--- src/rtl/fld_defines.vh ---
`ifndef FLD_DEFINES_VH
`define FLD_DEFINES_VH

// =====================================================================
// register offsets
`define FLD_ADDR_CTRL 12'h104
`define FLD_ADDR_CUT 12'h105
`define FLD_ADDR_FUT_LO 12'h106
`define FLD_ADDR_FUT_HI 12'h107
`define FLD_ADDR_FLT_LO 12'h108
`define FLD_ADDR_FLT_HI 12'h109
`define FLD_ADDR_DWELL_LO 12'h10a
`define FLD_ADDR_DWELL_HI 12'h10b

// =====================================================================
// control register fields
`define FLD_CTRL_EN_BIT 0
`define FLD_CTRL_MODE_LSB 1
`define FLD_CTRL_MODE_MSB 3

// =====================================================================
// reset values
`define FLD_RST_CTRL 8'h00
`define FLD_RST_CUT 3'h7
`define FLD_RST_FINE 13'h0000
`define FLD_RST_DWELL 16'h0001

// =====================================================================
// mode codes
`define FLD_MODE_MAG4 3'h0
`define FLD_MODE_MAG3 3'h1
`define FLD_MODE_MAG2_OR 3'h2
`define FLD_MODE_MAG2_CUT 3'h3
`define FLD_MODE_FLAGS 3'h4
`define FLD_MODE_GAIN 3'h5

// =====================================================================
// latencies in sample clock cycles, the output flop included
`define FLD_LAT_FAST 2
`define FLD_LAT_SUBSET 6
`define FLD_LAT_OVR 12

`endif

--- src/rtl/fld_dly.v ---
`timescale 1ns/1ns
`default_nettype none

// =====================================================================
// fixed-length delay line, one flop per stage
module fld_dly #(
  parameter WIDTH = 1,
  parameter DEPTH = 1
) (
  // clock and reset
  input wire sys_clk,
  input wire sys_rst,
  // data
  input wire [WIDTH-1:0] din,
  output wire [WIDTH-1:0] dout
);

  // stage storage, index 0 is the newest
  reg [WIDTH-1:0] stage_q [0:DEPTH-1];

  genvar i;
  generate
    for (i = 0; i < DEPTH; i = i + 1)
    begin : g_stage
      // each stage takes the one before it
      always @(posedge sys_clk)
      begin
        if (sys_rst)
          stage_q[i] <= {WIDTH{1'b0}};
        else if (i == 0)
          stage_q[i] <= din;
        else
          stage_q[i] <= stage_q[(i == 0) ? 0 : i - 1];
      end
    end
  endgenerate

  assign dout = stage_q[DEPTH-1];

endmodule

`default_nettype wire

--- src/rtl/fld_top.v ---
`timescale 1ns/1ns
`default_nettype none
`include "fld_defines.vh"

module fld_top (
  // clock and reset
  input wire sys_clk,
  input wire sys_rst,
  // register access port, one register set per channel
  input wire reg_chan,
  input wire [11:0] reg_addr,
  input wire reg_wr,
  input wire reg_rd,
  input wire [7:0] reg_wdata,
  output reg [7:0] reg_rdata,
  // converter datapath, channel 0 in the low slice
  input wire [7:0] coarse_mag,
  input wire [19:0] sample_data,
  input wire [1:0] ovr_in,
  // level flag pins, channel 0 in the low nibble
  output reg [7:0] level_flag_pins
);

  // =====================================================================
  // register storage, indexed by channel
  reg [7:0] ctrl_q [0:1]; // enable and mode
  reg [2:0] cut_q [0:1]; // coarse-high level
  reg [12:0] fut_q [0:1]; // fine-high level
  reg [12:0] flt_q [0:1]; // fine-low level
  reg [15:0] dwell_q [0:1]; // gain-raise dwell count

  // selected channel view for reads
  wire [7:0] rd_ctrl = ctrl_q[reg_chan];
  wire [2:0] rd_cut = cut_q[reg_chan];
  wire [12:0] rd_fut = fut_q[reg_chan];
  wire [12:0] rd_flt = flt_q[reg_chan];
  wire [15:0] rd_dwell = dwell_q[reg_chan];

  // read mux, unmapped offsets return zero
  reg [7:0] rd_d;
  always @*
  begin
    rd_d = 8'h00;
    if (reg_addr == `FLD_ADDR_CTRL)
      rd_d = {4'h0, rd_ctrl[3:0]};
    else if (reg_addr == `FLD_ADDR_CUT)
      rd_d = {5'h00, rd_cut};
    else if (reg_addr == `FLD_ADDR_FUT_LO)
      rd_d = rd_fut[7:0];
    else if (reg_addr == `FLD_ADDR_FUT_HI)
      rd_d = {3'h0, rd_fut[12:8]};
    else if (reg_addr == `FLD_ADDR_FLT_LO)
      rd_d = rd_flt[7:0];
    else if (reg_addr == `FLD_ADDR_FLT_HI)
      rd_d = {3'h0, rd_flt[12:8]};
    else if (reg_addr == `FLD_ADDR_DWELL_LO)
      rd_d = rd_dwell[7:0];
    else if (reg_addr == `FLD_ADDR_DWELL_HI)
      rd_d = rd_dwell[15:8];
  end

  // read data registered, updated only on a read strobe
  always @(posedge sys_clk)
  begin
    if (sys_rst)
      reg_rdata <= 8'h00;
    else if (reg_rd)
      reg_rdata <= rd_d;
  end

  // per-channel next pin values
  wire [7:0] pins_d;

  // pins straight from one flop per channel slice
  always @(posedge sys_clk)
  begin
    if (sys_rst)
      level_flag_pins <= 8'h00;
    else
      level_flag_pins <= pins_d;
  end

  genvar ch;
  generate
    for (ch = 0; ch < 2; ch = ch + 1)
    begin : g_chan
      // =================================================================
      // register writes for this channel
      wire wr_here = reg_wr && (reg_chan == ch);
      always @(posedge sys_clk)
      begin
        if (sys_rst)
        begin
          ctrl_q[ch] <= `FLD_RST_CTRL;
          cut_q[ch] <= `FLD_RST_CUT;
          fut_q[ch] <= `FLD_RST_FINE;
          flt_q[ch] <= `FLD_RST_FINE;
          dwell_q[ch] <= `FLD_RST_DWELL;
        end
        else if (wr_here)
        begin
          if (reg_addr == `FLD_ADDR_CTRL)
            ctrl_q[ch] <= {4'h0, reg_wdata[3:0]};
          else if (reg_addr == `FLD_ADDR_CUT)
            cut_q[ch] <= reg_wdata[2:0];
          else if (reg_addr == `FLD_ADDR_FUT_LO)
            fut_q[ch][7:0] <= reg_wdata;
          else if (reg_addr == `FLD_ADDR_FUT_HI)
            fut_q[ch][12:8] <= reg_wdata[4:0];
          else if (reg_addr == `FLD_ADDR_FLT_LO)
            flt_q[ch][7:0] <= reg_wdata;
          else if (reg_addr == `FLD_ADDR_FLT_HI)
            flt_q[ch][12:8] <= reg_wdata[4:0];
          else if (reg_addr == `FLD_ADDR_DWELL_LO)
            dwell_q[ch][7:0] <= reg_wdata;
          else if (reg_addr == `FLD_ADDR_DWELL_HI)
            dwell_q[ch][15:8] <= reg_wdata;
        end
      end

      // =================================================================
      // coarse magnitude codes from the early stage
      wire [3:0] mag4 = coarse_mag[ch*4 +: 4];
      // top step saturates into the three-bit code
      wire [2:0] mag3 = mag4[3] ? 3'h7 : mag4[2:0];

      // fast path: one stage here plus the pin flop
      reg [3:0] mag4_q;
      // coarse-high compare stage and its stretch stage
      reg cut_s1_q;
      reg cut_s2_q;
      always @(posedge sys_clk)
      begin
        if (sys_rst)
        begin
          mag4_q <= 4'h0;
          cut_s1_q <= 1'b0;
          cut_s2_q <= 1'b0;
        end
        else
        begin
          mag4_q <= mag4;
          cut_s1_q <= (mag3 >= cut_q[ch]);
          cut_s2_q <= cut_s1_q;
        end
      end
      // held one extra cycle so it never shows shorter than two
      wire cut_flag = cut_s1_q | cut_s2_q;

      // subset path: five stages plus the pin flop make six
      wire [2:0] mag3_dly;
      fld_dly #(
        .WIDTH(3),
        .DEPTH(`FLD_LAT_SUBSET - 1)
      ) u_mag_dly (
        .sys_clk(sys_clk),
        .sys_rst(sys_rst),
        .din(mag3),
        .dout(mag3_dly)
      );
      // two-bit code drops the lsb of the delayed three-bit one
      wire [1:0] mag2_dly = mag3_dly[2:1];

      // overrange runs the full pipeline, eleven stages plus pin flop
      wire ovr_flag;
      fld_dly #(
        .WIDTH(1),
        .DEPTH(`FLD_LAT_OVR - 1)
      ) u_ovr_dly (
        .sys_clk(sys_clk),
        .sys_rst(sys_rst),
        .din(ovr_in[ch]),
        .dout(ovr_flag)
      );

      // =================================================================
      // fine compares at the pipeline output, on magnitude only
      wire [9:0] smp = sample_data[ch*10 +: 10];
      wire [9:0] smp_abs = smp[9] ? (~smp + 10'h001) : smp;
      // most negative code gives 512 as an unsigned 10-bit value
      wire [13:0] mag_fine = {smp_abs, 4'h0};
      reg fine_hi_q; // above fine-high level
      reg fine_lo_q; // below fine-low level
      reg gain_up_q; // dwell below fine-low completed
      reg [15:0] dwell_cnt_q; // cycles spent below fine-low
      // a zero dwell is treated as one, the least legal count
      wire [15:0] dwell_eff = (dwell_q[ch] == 16'h0000) ? 16'h0001 : dwell_q[ch];
      wire below_low = (mag_fine < {1'b0, flt_q[ch]});
      always @(posedge sys_clk)
      begin
        if (sys_rst)
        begin
          fine_hi_q <= 1'b0;
          fine_lo_q <= 1'b0;
          gain_up_q <= 1'b0;
          dwell_cnt_q <= 16'h0000;
        end
        else
        begin
          fine_hi_q <= (mag_fine > {1'b0, fut_q[ch]});
          fine_lo_q <= below_low;
          // counter saturates rather than wrapping back to zero
          if (!below_low)
            dwell_cnt_q <= 16'h0000;
          else if (dwell_cnt_q != 16'hffff)
            dwell_cnt_q <= dwell_cnt_q + 16'h0001;
          gain_up_q <= below_low && (dwell_cnt_q >= dwell_eff - 16'h0001);
        end
      end

      // =================================================================
      // pin selection by mode, all zero while disabled
      reg [3:0] sel;
      always @*
      begin
        sel = 4'h0;
        if (ctrl_q[ch][`FLD_CTRL_EN_BIT])
        begin
          case (ctrl_q[ch][`FLD_CTRL_MODE_MSB:`FLD_CTRL_MODE_LSB])
            `FLD_MODE_MAG4: sel = mag4_q;
            `FLD_MODE_MAG3: sel = {mag3_dly, ovr_flag};
            `FLD_MODE_MAG2_OR: sel = {mag2_dly, ovr_flag, fine_lo_q};
            `FLD_MODE_MAG2_CUT: sel = {mag2_dly, cut_flag, fine_lo_q};
            `FLD_MODE_FLAGS: sel = {ovr_flag, cut_flag, fine_hi_q, fine_lo_q};
            `FLD_MODE_GAIN: sel = {ovr_flag, fine_hi_q, gain_up_q, cut_flag};
            // codes 110 and 111 are not configurations
            default: sel = 4'h0;
          endcase
        end
      end
      assign pins_d[ch*4 +: 4] = sel;
    end
  endgenerate

endmodule

`default_nettype wire

--- config.mk ---
export PLATFORM = sky130hd
export DESIGN_NAME = fld_top
export DESIGN_NICKNAME = d
export VERILOG_FILES = /design/src/rtl/fld_dly.v /design/src/rtl/fld_top.v
export VERILOG_INCLUDE_DIRS = /design/src /design/src/rtl
export SDC_FILE = /design/constraint.sdc
export NUM_CORES = 1
export LEC_CHECK = 0
export BUFFER_PORTS_ARGS = -buffer_cell sky130_fd_sc_hd__buf_2
export CAP_MARGIN = 15
export CELL_PAD_IN_SITES_DETAIL_PLACEMENT = 0
export CELL_PAD_IN_SITES_GLOBAL_PLACEMENT = 1
export CORE_AREA = 5 5 192 194
export CTS_BUF_LIST = sky130_fd_sc_hd__clkbuf_4 sky130_fd_sc_hd__clkbuf_8 sky130_fd_sc_hd__clkbuf_16
export DETAILED_ROUTE_END_ITERATION = 12
export DIE_AREA = 0 0 197 199
export PLACE_DENSITY_LB_ADDON = 0.2
export SYNTH_ARGS = -nofsm -noshare
export SYNTH_HDL_FRONTEND = slang
export SYNTH_SLANG_ARGS = --single-unit
--- constraint.sdc ---
create_clock -name sys_clk -period 4.9 [get_ports sys_clk]
set_input_delay 0.49 -clock sys_clk [delete_from_list [all_inputs] [get_ports sys_clk]]
set_output_delay 0.49 -clock sys_clk [all_outputs]
set_load 0.01 [all_outputs]
Word-level counts from Yosys, hierarchy flattened
Memory sizes are Yosys's and may differ from the RTL's.
Index checks and enable logic that the tools add are counted.
{"block": "totals", "input_bits": 55, "ram_bits": 150, "out_inout_bits": 16, "ff_bits": 66, "word_cells": 280, "n_memories": 9}
{"block": "op_classes", "n_eq_ne": 20, "addsub": 6, "n_lt_le_gt_ge": 8, "reduce_logical": 12, "bitwise": 57, "mux": 151}
{"memory": "dwell_q", "depth": 2, "word_bits": 16, "rd": 3, "rd_ports_with_merged_regs": 0, "wr": 2, "line_no": "fld_top.v:30", "rtl": "reg [15:0] dwell_q [0:1];"}
{"memory": "flt_q", "depth": 2, "word_bits": 13, "rd": 3, "rd_ports_with_merged_regs": 0, "wr": 2, "line_no": "fld_top.v:29", "rtl": "reg [12:0] flt_q [0:1];"}
{"memory": "fut_q", "depth": 2, "word_bits": 13, "rd": 3, "rd_ports_with_merged_regs": 0, "wr": 2, "line_no": "fld_top.v:28", "rtl": "reg [12:0] fut_q [0:1];"}
{"memory": "g_chan[0].u_mag_dly.stage_q", "depth": 5, "word_bits": 3, "rd": 5, "rd_ports_with_merged_regs": 0, "wr": 5, "line_no": "fld_dly.v:19", "rtl": "reg [WIDTH-1:0] stage_q [0:DEPTH-1];"}
{"memory": "g_chan[1].u_mag_dly.stage_q", "depth": 5, "word_bits": 3, "rd": 5, "rd_ports_with_merged_regs": 0, "wr": 5, "line_no": "fld_dly.v:19"}
{"memory": "g_chan[0].u_ovr_dly.stage_q", "depth": 11, "word_bits": 1, "rd": 11, "rd_ports_with_merged_regs": 0, "wr": 11, "line_no": "fld_dly.v:19"}
{"memory": "+3 memories"}
{"op": "8-bit two-way mux", "n": 16}
{"op": "1-bit two-way mux", "n": 109}
{"op": "12-bit by 9-bit == test with 1-bit output, second input constant", "n": 8}
{"op": "1-bit OR", "n": 50}
{"op": "4-bit one-hot mux with 6 select lines", "n": 2}
{"op": "3-bit two-way mux", "n": 14}
{"op": "16-bit by 1-bit adder with 16-bit output, second input constant", "n": 2}
{"op": "16-bit >= comparator", "n": 2}
{"op": "16-bit zero test", "n": 2}
{"op": "16-bit two-way mux", "n": 2}
{"op": "16-bit inequality test, second input constant", "n": 2}
{"op": "16-bit by 1-bit subtractor with 16-bit output, second input constant", "n": 2}
{"op": "14-bit by 13-bit greater-than comparator with 1-bit output", "n": 2}
{"op": "14-bit by 13-bit < comparator with 1-bit output", "n": 2}
{"op": "10-bit by 1-bit adder with 10-bit output, second input constant", "n": 2}
{"op": "10-bit two-way mux", "n": 2}
{"op": "5-bit two-way mux", "n": 4}
{"op": "10-bit NOT", "n": 2}
{"op": "3-bit by 2-bit == test with 1-bit output, second input constant", "n": 4}
{"op": "3-bit == test, second input constant", "n": 4}
{"op": "4-bit two-way mux", "n": 2}
{"op": "2-bit OR reduction", "n": 4}
{"op": "3-bit by 1-bit == test with 1-bit output, second input constant", "n": 2}
{"op": "3-bit >= comparator", "n": 2}
{"op": "3 further kinds", "n": 11}

Depth between registers and ports, before layout
{"block": "depth", "ltp_word": 13, "ltp_mapped": 16, "ltp_nobuf": 16}

Modules after synthesis
Synthesis repeated with hierarchy kept, for this count alone.
{"block": "hier_totals", "hier_cells": 1153, "hier_area_um2": 11696.2}
{"mod": "fld_top", "seq_area_each_um2": 4264.1, "instances": 1, "area_per_inst_um2": 10154.7, "cells_each": 1045}
{"mod": "fld_dly at g_chan[0].u_mag_dly ...", "seq_area_each_um2": 300.3, "instances": 2, "area_per_inst_um2": 432.9, "cells_each": 31}
{"mod": "fld_dly at g_chan[0].u_ovr_dly ...", "seq_area_each_um2": 220.2, "instances": 2, "area_per_inst_um2": 337.8, "cells_each": 23}

Least setup slack after synthesis
Ideal clock, no wire load.
{"block": "synth_timing", "kind": "reg2reg", "from": "memory dwell_q[1][2]", "to": "register g_chan[1].gain_up_q", "t_arrival_ps": 3645, "setup_slack_ps": 1169, "stages_incl_launch_ff": 16, "path_buffers": 0, "setup_time_ps": 86, "synth_period_minus_slack_ps": 3731, "required_time_ps": 4814, "cell_sequence": "edfxtp_1 -> or4_4 -> or4_4 -> or4_4 -> nor2_4 -> nor2_1 -> ha_1 -> nand2_1 -> or4_1 -> nor3_1 -> xnor2_1 -> ha_1 -> nand4_1 -> nor4_1 -> o21ai_0 -> a211oi_1"}
{"element": "start: declaration", "line_no": "fld_top.v:30"}
{"element": "end signal: assignment", "line_no": "fld_top.v:207", "rtl": "gain_up_q <= below_low && (dwell_cnt_q >= dwell_eff - 16'h0001);"}
{"element": "end: declaration", "line_no": "fld_top.v:184", "rtl": "reg gain_up_q;"}

==> flow_summary_export.csv <==
group,metric,value,unit
run_status,status,"complete, no violations",
place,gp_congestion,0.825,
clock_network,cts.sink_count,216,
logic_synthesis,ys_ff_latch,216,
clock_network,cts-hold-fix-buffers,0,
logic_synthesis,synth-compound-area-share,11.5,%
routing,ant_nets,0,
logic_synthesis,synth-simple-area-share,22.5,%
clock_network,htree_levels,1,
global_route,grt_pass1_wl,49400,µm
worst_setup_path,start_kind,"flip-flop",
global_route,grt_pass1_vias,8469,
worst_setup_path,reg2reg_depth,15,
worst_setup_path,worst_setup_path_end_kind,"flip-flop",
logic_synthesis,synthMuxAreaShare,4.17,%
floorplan,core,35100,µm²
pwr,peakVddDrop,0.236,mV
place,place_area,12500,µm²
floorplan,io_pins,71,
routing,drt_wl_total,32100,µm
timing,final.min_clock_period,3.99,ns
pwr,powerDensity,330,nW/µm²
worst_setup_path,crit_required,5.35,ns
timing,max-slew-margin-rel,45.7,%
place,dp.cells,1656,
routing,drtIter0Drc,447,
final_layout,final_layout_size_suffix_gt1_share,14.0,%
clock_network,clk_latency,0.55,ns
logic_synthesis,synth-xor-area-share,4.13,%
worst_hold_path,hold_depth,2,
logic_synthesis,yosysWarnings,0,
floorplan,dieArea,39200,µm²
logic_synthesis,seq_area_frac_synth,45.4,%
clock_network,clock_path_buffers,3,
timing,hold_viol,0,
worst_setup_path,path_class,"reg2reg",
timing,hold_slack,0.176,ns
worst_hold_path,hold_class,"in2reg",
place,port-buffer-count,70,
routing,vias,8631,
logic_synthesis,synth_fa_ha_area_share,8.57,%
worst_setup_path,path_max_fanout,5,
timing,fmax,0.251,GHz
timing,setup_viol,0,
flow_run,cap_violations,0,
timing,rsz0062_at_grt,"no",
floorplan,start_util,33.3,%
floorplan,fp.dieW,197,µm
clock_network,postCtsResizedCells,0,
clock_network,clk_transition_reported_paths,0.06,ns
timing,finalCritPeriodShare,81.4,%
logic_synthesis,synthCells,1166,
logic_synthesis,synth_top_family_by_area,"simple AND/OR/NAND/NOR gates",
logic_synthesis,yosysUniqueCellTypes,71,
floorplan,die_h,199,µm
timing,drv_slew,0,
final_layout,layout_common_cells,"118 x dfxtp_1, 98 x edfxtp_1, 97 x and2_1",
logic_synthesis,synth_edf_count,98,
routing,drc,0,
final_layout,layout_commonest_cell,"dfxtp_1",
worst_hold_path,min_from,"ovr_in[0]",
pwr,p_leak,0.00513,µW
logic_synthesis,async_flop_share,0,%
timing,clock_skew,0.0229,ns
worst_setup_path,crit_arrival,4.44,ns
logic_synthesis,synth_nets,1301,
final_layout,area_delta_synth_final,14.6,%
timing,tns,0,ns
routing,drtPass1Iterations,5,
global_route,track_usage,16.2,%
routing,avgViaCountPerCell,5.06,
final_layout,insertedDiodeCount,0,
clock_network,cts-buffers-inserted,26,
global_route,grt_max_degree,50,
place,hpwlAfterDp,23400,µm
worst_setup_path,r2r_slack,0.91,ns
routing,wl_per_cell,18.8,µm
logic_synthesis,synth_area_per_cell,10.0,µm²
final_layout,nNetsFinal,1359,
global_route,antenna_found_initial,0,
clock_network,clockRootBuffer,"clkbuf_16",
global_route,gr-total-overflow,0,
logic_synthesis,synth_area,11700,µm²
timing,worst_slew_pin_slew,0.812,ns
final_layout,final_cells,1705,
floorplan,row_count,69,
clock_network,cts_tree,"yes",
logic_synthesis,ys_dominant_reg_cell,"dfxtp_1",
worst_setup_path,worstReg2RegEnd,"g_chan[1].gain_up_q$_SDFF_PP0_",
clock_network,cts_setup_buffers,0,
final_layout,post-route-cell-area,13400,µm²
worst_setup_path,rr_startpoint,"dwell_q[1][2]$_SDFFCE_PN0P_",
worst_hold_path,hold_end,"g_chan[0].u_ovr_dly.stage_q[0][0]$_SDFF_PP0_",
==> layout make-up <==
type / count / area, µm²
multi-input combinational: 841 / 5960
sequential: 216 / 5310
clock buffer: 35 / 772
timing repair buffer: 79 / 418
clock inverter: 13 / 119
tap: 461 / 577
inverter: 60 / 225
fill: 3575 / 21700
==> worst max-delay path by stage <==
| stage | start | to | slack, ns | depth (start not counted) |
|---|---|---|---|---|
| finish | dwell_q[1][2]$_SDFFCE_PN0P_ | g_chan[1].gain_up_q$_SDFF_PP0_ | 0.91 | 15 |
| global placement | dwell_q[1][2]$_SDFFCE_PN0P_ | g_chan[1].gain_up_q$_SDFF_PP0_ | 0.93 | 15 |
| CTS | dwell_q[1][2]$_SDFFCE_PN0P_ | g_chan[1].gain_up_q$_SDFF_PP0_ | 0.88 | 15 |
| detailed placement | dwell_q[1][2]$_SDFFCE_PN0P_ | g_chan[1].gain_up_q$_SDFF_PP0_ | 0.88 | 15 |
| floorplan | dwell_q[1][2]$_SDFFCE_PN0P_ | g_chan[1].gain_up_q$_SDFF_PP0_ | 1.17 | 15 |
| global route | dwell_q[1][2]$_SDFFCE_PN0P_ | g_chan[1].gain_up_q$_SDFF_PP0_ | 0.61 | 15 |
==> metal layers <==
metal	track usage [%]	part of all wire, %	vias up
li1	-	-	4310
met1	22.4	48	4122
met2	26.6	46	156
met3	2.74	4.1	43
met4	4.13	2.4	0
met5	0	0	-
==> synth_stat cells (9+ instances only) <==
| master | number | share of area, % |
|---|---|---|
| a211oi_1 | 28 | 1.8 |
| a21o_1 | 12 | 0.77 |
| a21oi_1 | 45 | 1.9 |
| and2_1 | 97 | 5.2 |
| clkbuf_1 | 39 | 1.3 |
| dfxtp_1 | 118 | 20 |
| edfxtp_1 | 98 | 25 |
| ha_1 | 80 | 8.6 |
| inv_1 | 60 | 1.9 |
| mux2_2 | 13 | 1.3 |
| mux2i_1 | 16 | 1.4 |
| nand2_1 | 60 | 1.9 |
| nand2b_1 | 11 | 0.59 |
| nand3_1 | 23 | 0.99 |
| nand4_1 | 19 | 1.0 |
| nor2_1 | 72 | 2.3 |
| nor2b_1 | 72 | 3.9 |
| nor3_1 | 34 | 1.5 |
| nor4_1 | 13 | 0.70 |
| o211ai_1 | 10 | 0.64 |
| o21ai_0 | 24 | 1.0 |
| o21bai_1 | 16 | 1.0 |
| or2_2 | 19 | 1.0 |
| or3_1 | 10 | 0.54 |
| or4_1 | 9 | 0.58 |
| xnor2_1 | 50 | 3.8 |
==> flip-flops by register name (all words and copies together), names as in the netlist, 22 cells and up <==
name	cells
flt_q	26
g_chan.u_ovr_dly.stage_q	22
g_chan.dwell_cnt_q	32
dwell_q	32
fut_q	26
g_chan.u_mag_dly.stage_q	30
==> logic make-up (layout without fill, tap and decap cells) <==
logic type	count (synthesis)	count (layout)
flops	216	216
xor+xnor	55	55
simple gates	470	470
compound gates	199	199
buf+inv	109	187
fa+ha+maj	80	80
mux	37	37
==> through the flow <==
step	setup slack (ns)	util (%)	total power [µW]
6_report	0.910	38.2	4410
5_1_grt	0.610	38.2	4600
4_1_cts	0.875	38.1	4470
3_5_place_dp	0.883	35.6	2500
3_3_place_gp	0.933	35.6	2490
2_1_floorplan	1.17	-	2320
==> worst max-delay path, cell delays in order, from the launching register on <==
cell,delay (ns)
edfxtp_1,0.45
or4_4,0.55
or4_4,0.46
or4_4,0.53
nor2_4,0.10
nor2_1,0.06
ha_1,0.21
nand2_1,0.11
or4_1,0.19
nor3_1,0.08
xnor2_1,0.14
ha_1,0.30
nand4_1,0.12
nor4_1,0.25
o21ai_0,0.11
a211oi_1,0.24
==> power by group <==
group          internal, µW  total [µW]  switching, µW  leakage [µW]
Combinational           177         433            256       0.00279
Clock                  1210        1960            752      0.000438
Sequential             1960        2020           64.8       0.00190
Total                  3340        4410           1070       0.00513
No activity file was read; power rests on OpenSTA's default activity.
